**config.mk**
```make
export PLATFORM = sky130hd
export DESIGN_NAME = compare_skip_branch_unit
export DESIGN_NICKNAME = d
export VERILOG_FILES = /design/src/csb_pkg.sv /design/src/compare_skip_branch_unit.sv /design/src/compare_sub.sv
export SDC_FILE = /design/constraint.sdc
export NUM_CORES = 1
export LEC_CHECK = 0
export BUFFER_PORTS_ARGS = -buffer_cell sky130_fd_sc_hd__buf_4
export CAP_MARGIN = 20
export CORE_MARGIN = 4
export CORE_UTILIZATION = 45
export DETAILED_ROUTE_END_ITERATION = 10
export GPL_ROUTABILITY_DRIVEN = 0
export PLACE_DENSITY_LB_ADDON = 0.25
export SLEW_MARGIN = 20
export SYNTH_ARGS = -nofsm -noshare
export SYNTH_HDL_FRONTEND = slang
export SYNTH_SLANG_ARGS = --single-unit
```
**constraint.sdc**
```tcl
create_clock -name clk -period 9.2 [get_ports clk]
set_input_delay 1.38 -clock clk [delete_from_list [all_inputs] [get_ports clk]]
set_output_delay 1.38 -clock clk [all_outputs]
set_load 0.01 [all_outputs]
```
**src/csb_pkg.sv**
```systemverilog
// Package: operation codes, flag positions and carriers for the compare/skip/branch unit
package csb_pkg;
  localparam int DATA_W = 8;
  localparam int PC_W = 12;
  localparam int OFS_W = 7;
  // Status register bit positions
  localparam int FLAG_C = 0;
  localparam int FLAG_Z = 1;
  localparam int FLAG_N = 2;
  localparam int FLAG_V = 3;
  localparam int FLAG_S = 4;
  localparam int FLAG_H = 5;
  localparam int FLAG_T = 6;
  localparam int FLAG_I = 7;
  localparam logic [7:0] STATUS_RESET = 8'h00;
  localparam logic [11:0] PC_RESET = 12'h000;
  // Clock counts
  localparam logic [1:0] CLK_ONE = 2'h1;
  localparam logic [1:0] CLK_TWO = 2'h2;
  localparam logic [1:0] CLK_THREE = 2'h3;

  typedef enum logic [4:0] {
    OP_NONE = 5'h00,
    OP_COMPARE_REGS = 5'h01,
    OP_COMPARE_REGS_WITH_CARRY = 5'h02,
    OP_COMPARE_REG_IMMEDIATE = 5'h03,
    OP_SKIP_IF_REG_BIT_CLEAR = 5'h04,
    OP_SKIP_IF_REG_BIT_SET = 5'h05,
    OP_SKIP_IF_IO_BIT_CLEAR = 5'h06,
    OP_SKIP_IF_IO_BIT_SET = 5'h07,
    OP_BRANCH_IF_FLAG_SET = 5'h08,
    OP_BRANCH_IF_FLAG_CLEAR = 5'h09,
    OP_BRANCH_IF_EQUAL = 5'h0a,
    OP_BRANCH_IF_NOT_EQUAL = 5'h0b,
    OP_BRANCH_IF_CARRY_SET = 5'h0c,
    OP_BRANCH_IF_CARRY_CLEAR = 5'h0d,
    OP_BRANCH_IF_SAME_OR_HIGHER = 5'h0e,
    OP_BRANCH_IF_LOWER = 5'h0f,
    OP_BRANCH_IF_MINUS = 5'h10,
    OP_BRANCH_IF_PLUS = 5'h11,
    OP_BRANCH_IF_GREATER_EQUAL = 5'h12,
    OP_BRANCH_IF_LESS_THAN = 5'h13,
    OP_BRANCH_IF_HALF_CARRY_SET = 5'h14,
    OP_BRANCH_IF_HALF_CARRY_CLEAR = 5'h15,
    OP_BRANCH_IF_T_SET = 5'h16,
    OP_BRANCH_IF_T_CLEAR = 5'h17,
    OP_BRANCH_IF_OVERFLOW_SET = 5'h18,
    OP_BRANCH_IF_OVERFLOW_CLEAR = 5'h19,
    OP_BRANCH_IF_IRQ_ENABLED = 5'h1a,
    OP_BRANCH_IF_IRQ_DISABLED = 5'h1b
  } op_t;

  // One instruction as presented by the decoder
  typedef struct packed {
    op_t op;
    logic [7:0] opa;
    logic [7:0] opb;
    logic [2:0] bit_sel;
    logic [6:0] offset;
    logic next_two_word;
  } instr_t;

  // Result flags of a compare
  typedef struct packed {
    logic h;
    logic s;
    logic v;
    logic n;
    logic z;
    logic c;
  } cmp_flags_t;
endpackage : csb_pkg
```
**src/compare_skip_branch_unit.sv**
```systemverilog
// Compare, skip and branch execution with program counter and status flags
//
// Operation
// - Compares subtract, set ZNVSCH, keep operand, one clock
// - Register bit clear skips next instruction
// - Register bit set skips next instruction
// - I/O bit clear skips next instruction
// - I/O bit set skips next instruction
// - Selected status bit set branches PC+k+1
// - Selected status bit clear branches PC+k+1
// - Carry flag branches set / clear
// - Same-or-higher on C=0, lower on C=1
// - Signed branches test N xor V
// - Half-carry flag branches set / clear
// - T flag branches set / clear
// - Overflow flag branches set / clear
// - Interrupt enable flag branches enabled / disabled
`timescale 1ns/100ps
module compare_skip_branch_unit #(
  parameter int PC_WIDTH = csb_pkg::PC_W
) (
  // Clock and reset
  input wire logic clk,
  input wire logic srst,
  // Instruction issue
  input wire logic instr_valid,
  input csb_pkg::instr_t instr,
  output logic instr_ready,
  // Status register access from the rest of the core
  input wire logic status_wr,
  input wire logic [7:0] status_wdata,
  output logic [7:0] status_register,
  // Program counter
  output logic [PC_WIDTH-1:0] pc,
  // Completion
  output logic done,
  output logic [1:0] clocks_used
);
  import csb_pkg::*;

  typedef enum logic [1:0] {
    ST_IDLE = 2'b00,
    ST_WAIT = 2'b01
  } state_t;

  // Control group
  state_t state_q, state_d;
  logic [1:0] wait_q, wait_d;
  logic [1:0] used_q, used_d;
  logic done_q, done_d;

  // Program counter group
  logic [PC_WIDTH-1:0] pc_q, pc_d;

  // Status group
  logic [7:0] status_q, status_d;

  // Decode and target results
  cmp_flags_t cflags;
  logic take;
  logic cmp_now;
  logic is_cmp;
  logic is_cmpc;
  logic cond;
  logic is_branch;
  logic is_skip;
  logic skip_now;
  logic branch_now;
  logic [PC_WIDTH-1:0] pc_next;
  logic [PC_WIDTH-1:0] pc_skip;
  logic [PC_WIDTH-1:0] pc_branch;

  // Sign extension of the relative offset
  function automatic logic [PC_WIDTH-1:0] sext(input logic [6:0] k);
    sext = {{(PC_WIDTH-7){k[6]}}, k};
  endfunction : sext

  // Address step; wraps silently at the top of program space
  function automatic logic [PC_WIDTH-1:0] step(input logic [PC_WIDTH-1:0] p,
    input logic [PC_WIDTH-1:0] n);
    step = p + n;
  endfunction : step

  // Bit picker shared by skips and generic flag branches
  function automatic logic pick(input logic [7:0] v, input logic [2:0] b);
    pick = v[b];
  endfunction : pick

  // Flags come back the same cycle; the difference itself is dropped
  compare_sub u_cmp (
    .opa(instr.opa),
    .opb(instr.opb),
    .carry_in(status_q[FLAG_C]),
    .use_carry(is_cmpc),
    .z_in(status_q[FLAG_Z]),
    .flags(cflags)
  );

  // Only an idle unit accepts; a held request is not queued
  assign take = instr_valid && instr_ready;
  assign cmp_now = take && is_cmp;

  // Condition decode per operation
  always_comb begin
    cond = 1'b0;
    is_branch = 1'b1;
    is_skip = 1'b0;
    is_cmp = 1'b0;
    is_cmpc = 1'b0;
    unique case (instr.op)
      OP_COMPARE_REGS, OP_COMPARE_REG_IMMEDIATE, OP_COMPARE_REGS_WITH_CARRY: begin
        is_cmp = 1'b1;
        is_cmpc = (instr.op == OP_COMPARE_REGS_WITH_CARRY);
        is_branch = 1'b0;
      end
      OP_SKIP_IF_REG_BIT_CLEAR: begin
        is_skip = 1'b1;
        is_branch = 1'b0;
        cond = ~pick(instr.opa, instr.bit_sel);
      end
      OP_SKIP_IF_REG_BIT_SET: begin
        is_skip = 1'b1;
        is_branch = 1'b0;
        cond = pick(instr.opa, instr.bit_sel);
      end
      OP_SKIP_IF_IO_BIT_CLEAR: begin
        is_skip = 1'b1;
        is_branch = 1'b0;
        cond = ~pick(instr.opa, instr.bit_sel);
      end
      OP_SKIP_IF_IO_BIT_SET: begin
        is_skip = 1'b1;
        is_branch = 1'b0;
        cond = pick(instr.opa, instr.bit_sel);
      end
      OP_BRANCH_IF_FLAG_SET: cond = pick(status_q, instr.bit_sel);
      OP_BRANCH_IF_FLAG_CLEAR: cond = ~pick(status_q, instr.bit_sel);
      OP_BRANCH_IF_EQUAL: cond = status_q[FLAG_Z];
      OP_BRANCH_IF_NOT_EQUAL: cond = ~status_q[FLAG_Z];
      OP_BRANCH_IF_CARRY_SET: cond = status_q[FLAG_C];
      OP_BRANCH_IF_CARRY_CLEAR: cond = ~status_q[FLAG_C];
      OP_BRANCH_IF_SAME_OR_HIGHER: cond = ~status_q[FLAG_C];
      OP_BRANCH_IF_LOWER: cond = status_q[FLAG_C];
      OP_BRANCH_IF_MINUS: cond = status_q[FLAG_N];
      OP_BRANCH_IF_PLUS: cond = ~status_q[FLAG_N];
      OP_BRANCH_IF_GREATER_EQUAL: cond = ~(status_q[FLAG_N] ^ status_q[FLAG_V]);
      OP_BRANCH_IF_LESS_THAN: cond = status_q[FLAG_N] ^ status_q[FLAG_V];
      OP_BRANCH_IF_HALF_CARRY_SET: cond = status_q[FLAG_H];
      OP_BRANCH_IF_HALF_CARRY_CLEAR: cond = ~status_q[FLAG_H];
      OP_BRANCH_IF_T_SET: cond = status_q[FLAG_T];
      OP_BRANCH_IF_T_CLEAR: cond = ~status_q[FLAG_T];
      OP_BRANCH_IF_OVERFLOW_SET: cond = status_q[FLAG_V];
      OP_BRANCH_IF_OVERFLOW_CLEAR: cond = ~status_q[FLAG_V];
      OP_BRANCH_IF_IRQ_ENABLED: cond = status_q[FLAG_I];
      OP_BRANCH_IF_IRQ_DISABLED: cond = ~status_q[FLAG_I];
      // Unlisted codes are neither skips nor branches
      default: is_branch = 1'b0;
    endcase
  end

  // Target addresses for the three ways out of an instruction
  always_comb begin
    pc_next = step(pc_q, PC_WIDTH'(1));
    pc_skip = instr.next_two_word ? step(pc_q, PC_WIDTH'(3)) : step(pc_q, PC_WIDTH'(2));
    pc_branch = step(pc_next, sext(instr.offset));
    skip_now = is_skip && cond;
    branch_now = is_branch && cond;
  end

  // Control next state; done pulses on the last clock of every instruction
  always_comb begin
    state_d = state_q;
    wait_d = wait_q;
    used_d = used_q;
    done_d = 1'b0;
    unique case (state_q)
      ST_IDLE: begin
        if (take) begin
          used_d = CLK_ONE;
          done_d = 1'b1;
          if (skip_now) begin
            used_d = instr.next_two_word ? CLK_THREE : CLK_TWO;
            wait_d = instr.next_two_word ? CLK_TWO : CLK_ONE;
            done_d = 1'b0;
            state_d = ST_WAIT;
          end else if (branch_now) begin
            used_d = CLK_TWO;
            wait_d = CLK_ONE;
            done_d = 1'b0;
            state_d = ST_WAIT;
          end
        end
      end
      ST_WAIT: begin
        // Extra clocks burn down; issue stays stalled meanwhile
        wait_d = wait_q - 2'h1;
        if (wait_q == 2'h1) begin
          state_d = ST_IDLE;
          done_d = 1'b1;
        end
      end
      default: state_d = ST_IDLE;
    endcase
  end

  always_comb begin
    pc_d = pc_q;
    if (take) begin
      if (skip_now) begin
        pc_d = pc_skip;
      end else if (branch_now) begin
        pc_d = pc_branch;
      end else begin
        pc_d = pc_next;
      end
    end
  end

  // Status next value
  always_comb begin
    status_d = status_q;
    // Core writes lose C, Z, N, V, S and H to a compare in the same cycle; the compare is newer
    if (status_wr) begin
      status_d = status_wdata;
    end
    if (cmp_now) begin
      status_d[FLAG_C] = cflags.c;
      status_d[FLAG_Z] = cflags.z;
      status_d[FLAG_N] = cflags.n;
      status_d[FLAG_V] = cflags.v;
      status_d[FLAG_S] = cflags.s;
      status_d[FLAG_H] = cflags.h;
    end
  end

  // Control registers
  always_ff @(posedge clk) begin
    if (srst) begin
      state_q <= ST_IDLE;
      wait_q <= 2'h0;
      used_q <= 2'h0;
      done_q <= 1'b0;
    end else begin
      state_q <= state_d;
      wait_q <= wait_d;
      used_q <= used_d;
      done_q <= done_d;
    end
  end

  // Program counter register
  always_ff @(posedge clk) begin
    if (srst) begin
      pc_q <= PC_WIDTH'(PC_RESET);
    end else begin
      pc_q <= pc_d;
    end
  end

  // Status register
  always_ff @(posedge clk) begin
    if (srst) begin
      status_q <= STATUS_RESET;
    end else begin
      status_q <= status_d;
    end
  end

  // Stalls issue while a skip or taken branch burns its extra clocks
  assign instr_ready = (state_q == ST_IDLE);
  assign status_register = status_q;
  assign pc = pc_q;
  assign done = done_q;
  assign clocks_used = used_q;
endmodule : compare_skip_branch_unit

```
**src/compare_sub.sv**
```systemverilog
// Flag-only subtractor for the compare operations
`timescale 1ns/100ps
module compare_sub (
  // Operands
  input wire logic [7:0] opa,
  input wire logic [7:0] opb,
  input wire logic carry_in,
  input wire logic use_carry,
  input wire logic z_in,
  // Flags
  output csb_pkg::cmp_flags_t flags
);
  import csb_pkg::*;
  logic [8:0] diff;
  logic [7:0] res;
  logic cin;
  always_comb begin
    cin = use_carry & carry_in;
    diff = {1'b0, opa} - {1'b0, opb} - {8'h00, cin};
    res = diff[7:0];
    flags.c = diff[8];
    flags.n = res[7];
    flags.v = (opa[7] & ~opb[7] & ~res[7]) | (~opa[7] & opb[7] & res[7]);
    flags.s = flags.n ^ flags.v;
    flags.h = (~opa[3] & opb[3]) | (opb[3] & res[3]) | (res[3] & ~opa[3]);
    // Compare with carry keeps Z set only while the whole chain is zero
    flags.z = use_carry ? ((res == 8'h00) & z_in) : (res == 8'h00);
  end
endmodule : compare_sub

```
==> metrics.csv, run 1 <==
metric,value,unit
power,0.000468,W
drc,0,
relSlewSlack,38.3,%
syn_area,3170,µm²
cts_buffers,3,
synth_fp_nets,478,
grt_start_max_net_pins,23,
htree_levels,1,
path_clk_slew,0.09,ns
crit_fanout,9,
cts.sinks,26,
die_area,8440,µm²
vias_per_cell,5.87,
maxSlewViolCount,0,
yosysTopAreaCellShare,16.4,%
layout.cells.non_filler,550,
drt_iter0_drc,254,
grt_util_all_layers,20.2,%
crit_type,primary input to register,
coreArea,6830,µm²
area_growth,19.6,%
rsz0062_at_grt,false,
layout.nets,533,
routedWlPerCell,15.8,µm
status,completed,
initial_core_util,46.4,%
synth_area_leader_cell,dfxtp_1,
rows,30,
drive_gt1_share,18.5,%
ys_ff_latch,26,
hold_slack,0.466,ns
worstMarginPinSlew,0.924,ns
synthTopCellsByArea,"dfxtp_1 16%, ha_1 12%, xnor2_1 5.5%",
antennaDiodeCount,0,
first_pass_iters,5,
synth_edf_count,0,
p_leak,1.70,nW
grt_pass1_wl,14300,µm
grt_pass1_vias,3042,
cts_tree,yes,
async_flop_share,0,%
required,9.40,ns
min_period_over_period,49.2,%
overflow,0,
wirelength,8710,µm
vias,3231,
placed_cells,546,
max_cap_violations,0,
ant_nets,0,
fmax,221,MHz
antenna_found_initial,0,
cts_resized,0,
ios,68,
setup_tns,0,ns
port_buffers,67,
clk_root_buffer_cell,clkbuf_8,
synth_top_flop_cell,dfxtp_1,
worst_setup_path_end_kind,register,
hold_buffers,0,
arrival,4.74,ns
clk_latency,0.28,ns
die_h,91.9,µm
utilization,55.4,%
yosysWarnings,0,
yosysSeqAreaShare,16.4,%
die_w,91.9,µm
finalHoldViolations,0,
fill_cells,673,
ir_drop,0.0484,mV
fin_worst_skew,0.0162,ns
syn_inst,400,
clk_path_buf_depth,2,
synth_area_per_cell,7.92,µm²
cts_setup_buffers,0,
worst_setup_path_start_kind,primary input,
hold_path_class,register to register,
powerDensity,124,nW/µm²
setup_violations,0,
synth_cell_types,59,
min_period,4.53,ns
place_hpwl,6840,µm
-- worst max-delay path, stage by stage --
cell      delay, ns
buf_4          0.15
or3_1          0.43
or4b_2         0.64
fa_1           0.41
ha_1           0.19
nor2b_1        0.20
a21boi_0       0.12
o21a_1         0.19
o2111a_1       0.24
a211o_1        0.33
a211o_1        0.31
a21oi_1        0.12
-- layout make-up --
| type | count | area (µm²) | area share (%) |
|---|---|---|---|
| multi-input cells | 322 | 2430 | 64.2 |
| flip-flops and latches | 26 | 520 | 13.7 |
| repair buffers | 69 | 518 | 13.7 |
| inverters | 33 | 124 | 3.27 |
| well taps | 96 | 120 | 3.17 |
| clock buffers | 3 | 41.3 | 1.09 |
| clock inverters | 1 | 30.0 | 0.793 |
-- per-layer routing --
layer  wire length, µm  track usage, %  part of all wire [%]
met4                72            4.58                  0.83
met2              4000            33.6                    46
met3               556            2.54                   6.4
met5                 0               0                     0
met1              4080            27.9                    47
-- cells in the final DEF (no fill, tap or decap), types with 3 or more instances in the layout --
cell	n
mux2_2	3
or3_1	4
buf_4	69
clkbuf_8	3
mux2i_1	14
o21bai_1	4
a211oi_1	7
xnor2_1	20
inv_1	33
and3_1	5
nand4_1	5
a31oi_1	5
a21oi_1	29
nor3_1	14
mux4_1	4
o21a_1	6
xor2_1	14
a2111oi_0	3
ha_1	31
o21ai_0	26
nor2_1	25
dfxtp_1	26
nand2_1	25
a21o_1	5
fa_1	3
o211ai_1	3
nand3_1	10
nand2b_1	5
nor2b_1	4
o221ai_1	3
nor3b_1	5
a211o_1	5
o22ai_1	4
-- final timing paths --
check	endpoint	start	cells after the start	slack, ns
worst max-delay path	status_register[4]$_SDFFE_PP0P_	instr[29]	12	4.67
worst min-delay path	clocks_used[0]$_SDFFE_PP0P_	clocks_used[0]$_SDFFE_PP0P_	2	0.47
worst max register to register	status_register[4]$_SDFFE_PP0P_	status_register[0]$_SDFFE_PP0P_	10	5.89
worst min register to register	clocks_used[0]$_SDFFE_PP0P_	clocks_used[0]$_SDFFE_PP0P_	2	0.47
-- report_power, final --
group	switching (W)	internal, W	total, W
combinational	0.000120	0.000107	0.000227
sequential	0.0000184	0.000124	0.000142
clock	0.0000398	0.0000583	0.0000981
total	0.000178	0.000290	0.000468
-- Yosys cell counts (2+ instances only) --
| cell type | count |
|---|---|
| inv_1 | 33 |
| nand2b_1 | 5 |
| xnor2_1 | 20 |
| xor2_1 | 14 |
| a2111oi_0 | 3 |
| o21bai_1 | 4 |
| a211o_1 | 5 |
| buf_2 | 3 |
| nand3_1 | 10 |
| o22ai_1 | 4 |
| mux4_1 | 4 |
| a311oi_1 | 2 |
| o21ai_0 | 26 |
| o21ai_1 | 2 |
| dfxtp_1 | 26 |
| nor4_1 | 2 |
| clkbuf_1 | 11 |
| nor2b_1 | 4 |
| ha_1 | 31 |
| o211ai_1 | 3 |
| a21boi_0 | 2 |
| nand2_1 | 25 |
| or3_1 | 4 |
| o2111a_1 | 2 |
| a211oi_1 | 7 |
| mux2_2 | 3 |
| nor2_1 | 25 |
| fa_1 | 3 |
| a21o_1 | 5 |
| a21oi_1 | 29 |
| a32oi_1 | 2 |
| o2111ai_1 | 2 |
| nor3b_1 | 5 |
| a31oi_1 | 5 |
| o21a_1 | 6 |
| nand4_1 | 5 |
| buf_4 | 4 |
| nor3_1 | 14 |
| and3_1 | 5 |
| o221ai_1 | 3 |
| mux2i_1 | 14 |
-- stage by stage --
step	setup WS, ns	instance area [µm²]
finish	4.67	3790
global route	4.49	3790
CTS	4.68	3790
detailed placement	4.40	3710
global placement	4.50	3710
floorplan	4.62	3170
-- flip-flops by register name, summed over array words and instances, names as in the netlist --
register         count
pc                  12
status_register      8
clocks_used          2
wait_q               2
done                 1
state_q              1
-- cells by family after synthesis --
kind of cell	count (synthesis)	synth area share (%)
and+or+nand+nor	111	17.8
buffers and inverters	52	6.76
DFF	26	16.4
muxes	23	9.96
xor gates and xnor gates	34	9.40
adders and majority gates	34	14.1
AOI/OAI and AO/OA	120	25.5
(Power assumes the default switching activity.)
==> run 2, diff against run 1 <==
--- a/config.mk
+++ b/config.mk
@@ -5,6 +5,7 @@
 export SDC_FILE = /design/constraint.sdc
 export NUM_CORES = 1
 export LEC_CHECK = 0
+export ABC_AREA = 1
 export BUFFER_PORTS_ARGS = -buffer_cell sky130_fd_sc_hd__buf_4
 export CAP_MARGIN = 20
 export CORE_MARGIN = 4
==> constraint.sdc (replaced) <==
create_clock -name clk -period 4.2 [get_ports clk]
set_input_delay 0.63 -clock clk [delete_from_list [all_inputs] [get_ports clk]]
set_output_delay 0.63 -clock clk [all_outputs]
set_load 0.01 [all_outputs]
==> metrics.csv, run 2 <==
metric,value,unit
setup_violations,0,
largest_reg_flops,12,
wirelength,9130,µm
drt_iter0_drc,221,
fin_worst_skew,0.00415,ns
clk_path_buf_depth,2,
clk_root_buffer_cell,clkbuf_8,
area_growth,18.9,%
final_cell_mix,"122 x nand2_1, 77 x inv_1, 68 x buf_4, 50 x nand3_1",
yosysSeqAreaShare,15.7,%
ys_ff_latch,26,
async_flop_share,0,%
reg2reg_depth,16,
synth_cell_types,36,
hold_path_class,register to register,
coreArea,6980,µm²
p_leak,2.06,nW
status,completed,
hold_end,wait_q[1]$_SDFFE_PP0P_,
rsz0062_at_grt,false,
cts.sinks,26,
required,4.41,ns
path_clk_slew,0.09,ns
layout_commonest_cell,nand2_1,
synth_area_per_cell,6.21,µm²
routedWlPerCell,13.2,µm
ir_drop,0.131,mV
overflow,0,
yosysWarnings,0,
layout.nets,674,
cts_setup_buffers,0,
arrival,3.19,ns
htree_levels,1,
place_hpwl,7500,µm
syn_area,3310,µm²
layout.cells.non_filler,691,
synth_edf_count,0,
vias_per_cell,5.26,
powerDensity,245,nW/µm²
initial_core_util,47.4,%
fin_ws,1.22,ns
die_h,93.7,µm
drive_gt1_share,16.3,%
syn_inst,533,
ios,68,
ff_latch_area,520,µm²
synthTopCellsByArea,"dfxtp_1 16%, nand2_1 14%, ha_1 12%",
synth_area_leader_cell,dfxtp_1,
finalHoldViolations,0,
ant_nets,0,
relSlewSlack,60.9,%
min_period,2.98,ns
ff2ff_setup_slack,1.43,ns
vias,3634,
grt_pass1_vias,3291,
die_area,8790,µm²
rr_endpoint,pc[9]$_SDFFE_PP0P_,
clk_latency,0.27,ns
synth_fp_nets,611,
multi_input_area,2410,µm²
maxSlewViolCount,0,
synth_most_common_cell,nand2_1,
worstMarginPinSlew,0.582,ns
yosysTopAreaCellShare,15.7,%
grt_util_all_layers,20.2,%
rows,30,
pre_cts_ws,0.963,ns
crit_type,primary input to register,
hp-start,wait_q[1]$_SDFFE_PP0P_,
min_period_over_period,70.9,%
die_w,93.7,µm
placed_cells,687,
rr_startpoint,pc[2]$_SDFFE_PP0P_,
grt_start_max_net_pins,17,
holdPathStages,2,
grt_pass1_wl,14700,µm
hold_buffers,0,
worst_setup_path_start_kind,primary input,
crit_fanout,7,
synth_common_cells,"122 x nand2_1, 77 x inv_1, 50 x nand3_1",
cts_resized,0,
fill_cells,717,
setup_tns,0,ns
max_cap_violations,0,
port_buffers,67,
synth_top_flop_cell,dfxtp_1,
antennaDiodeCount,0,
fmax,336,MHz
antenna_found_initial,0,
drc,0,
cts_buffers,3,
cts_tree,yes,
first_pass_iters,5,
worst_setup_path_end_kind,register,
==> run 2: logic make-up after synthesis <==
logic type	Yosys count	share of synthesized area [%]
and+or+nand+nor	243	32.6
AOI/OAI and AO/OA	104	18.0
buffers and inverters	93	11.3
adders and majority gates	34	13.5
xor gates and xnor gates	33	8.74
DFF	26	15.7
==> run 2: metrics by stage <==
step	hold WS (ns)	cell area (µm²)	total power [W]	util, %
after floorplan	0.433	3310	0.000647	-
after global placement	0.445	3880	0.000791	55.5
after detailed placement	0.472	3880	0.000798	55.5
after CTS	0.485	3930	0.000965	56.3
after global routing	0.495	3930	0.00104	56.3
final	0.489	3930	0.000962	56.3
==> run 2: worst max-delay path by stage <==
| stage | cells past startpoint | from | endpoint | slack, ns |
|---|---|---|---|---|
| after CTS | 13 | instr[27] | status_register[1]$_SDFFE_PP0P_ | 1.26 |
| after global placement | 13 | instr[27] | status_register[1]$_SDFFE_PP0P_ | 1.14 |
| after floorplan | 12 | instr[27] | status_register[1]$_SDFFE_PP0P_ | 1.59 |
| after global routing | 17 | instr[27] | status_register[1]$_SDFFE_PP0P_ | 0.97 |
| final | 13 | instr[27] | status_register[1]$_SDFFE_PP0P_ | 1.22 |
| after detailed placement | 13 | instr[27] | status_register[1]$_SDFFE_PP0P_ | 0.96 |
==> run 2: worst max-delay path, cell delays in order <==
cell and delay (ns):
buf_4 0.13, inv_2 0.10, nand2_1 0.09, nor4_1 0.45, nand2_1 0.17, fa_1 0.49, ha_1 0.30, xor2_1 0.14
nor4_1 0.26, nand3_1 0.11, nor2_1 0.10, nand3_1 0.09, a21oi_1 0.12
==> run 2: per-layer routing <==
| metal | global-route usage, % | share of wire, % | vias to the layer above |
|---|---|---|---|
| met1 | 27.1 | 46 | 1635 |
| li1 | - | - | 1868 |
| met2 | 34.1 | 47 | 118 |
| met4 | 4.81 | 1.5 | 0 |
| met3 | 2.64 | 6.2 | 13 |
| met5 | 0 | 0 | - |
==> run 2: power breakdown <==
| group | switching (W) | total, W | leakage (nW) | internal (W) |
|---|---|---|---|---|
| Combinational | 0.000289 | 0.000493 | 1.81 | 0.000204 |
| Clock | 0.0000813 | 0.000165 | 0.0288 | 0.0000839 |
| Sequential | 0.0000336 | 0.000304 | 0.215 | 0.000270 |
==> run 2: cell type report <==
| cell class | instances | share of cell area [%] |
|---|---|---|
| clock buffers | 4 | 1.40 |
| flip-flops and latches | 26 | 13.2 |
| inverters | 83 | 7.99 |
| repair buffers | 68 | 13.0 |
| multi-input cells | 414 | 61.3 |
| well taps | 96 | 3.05 |
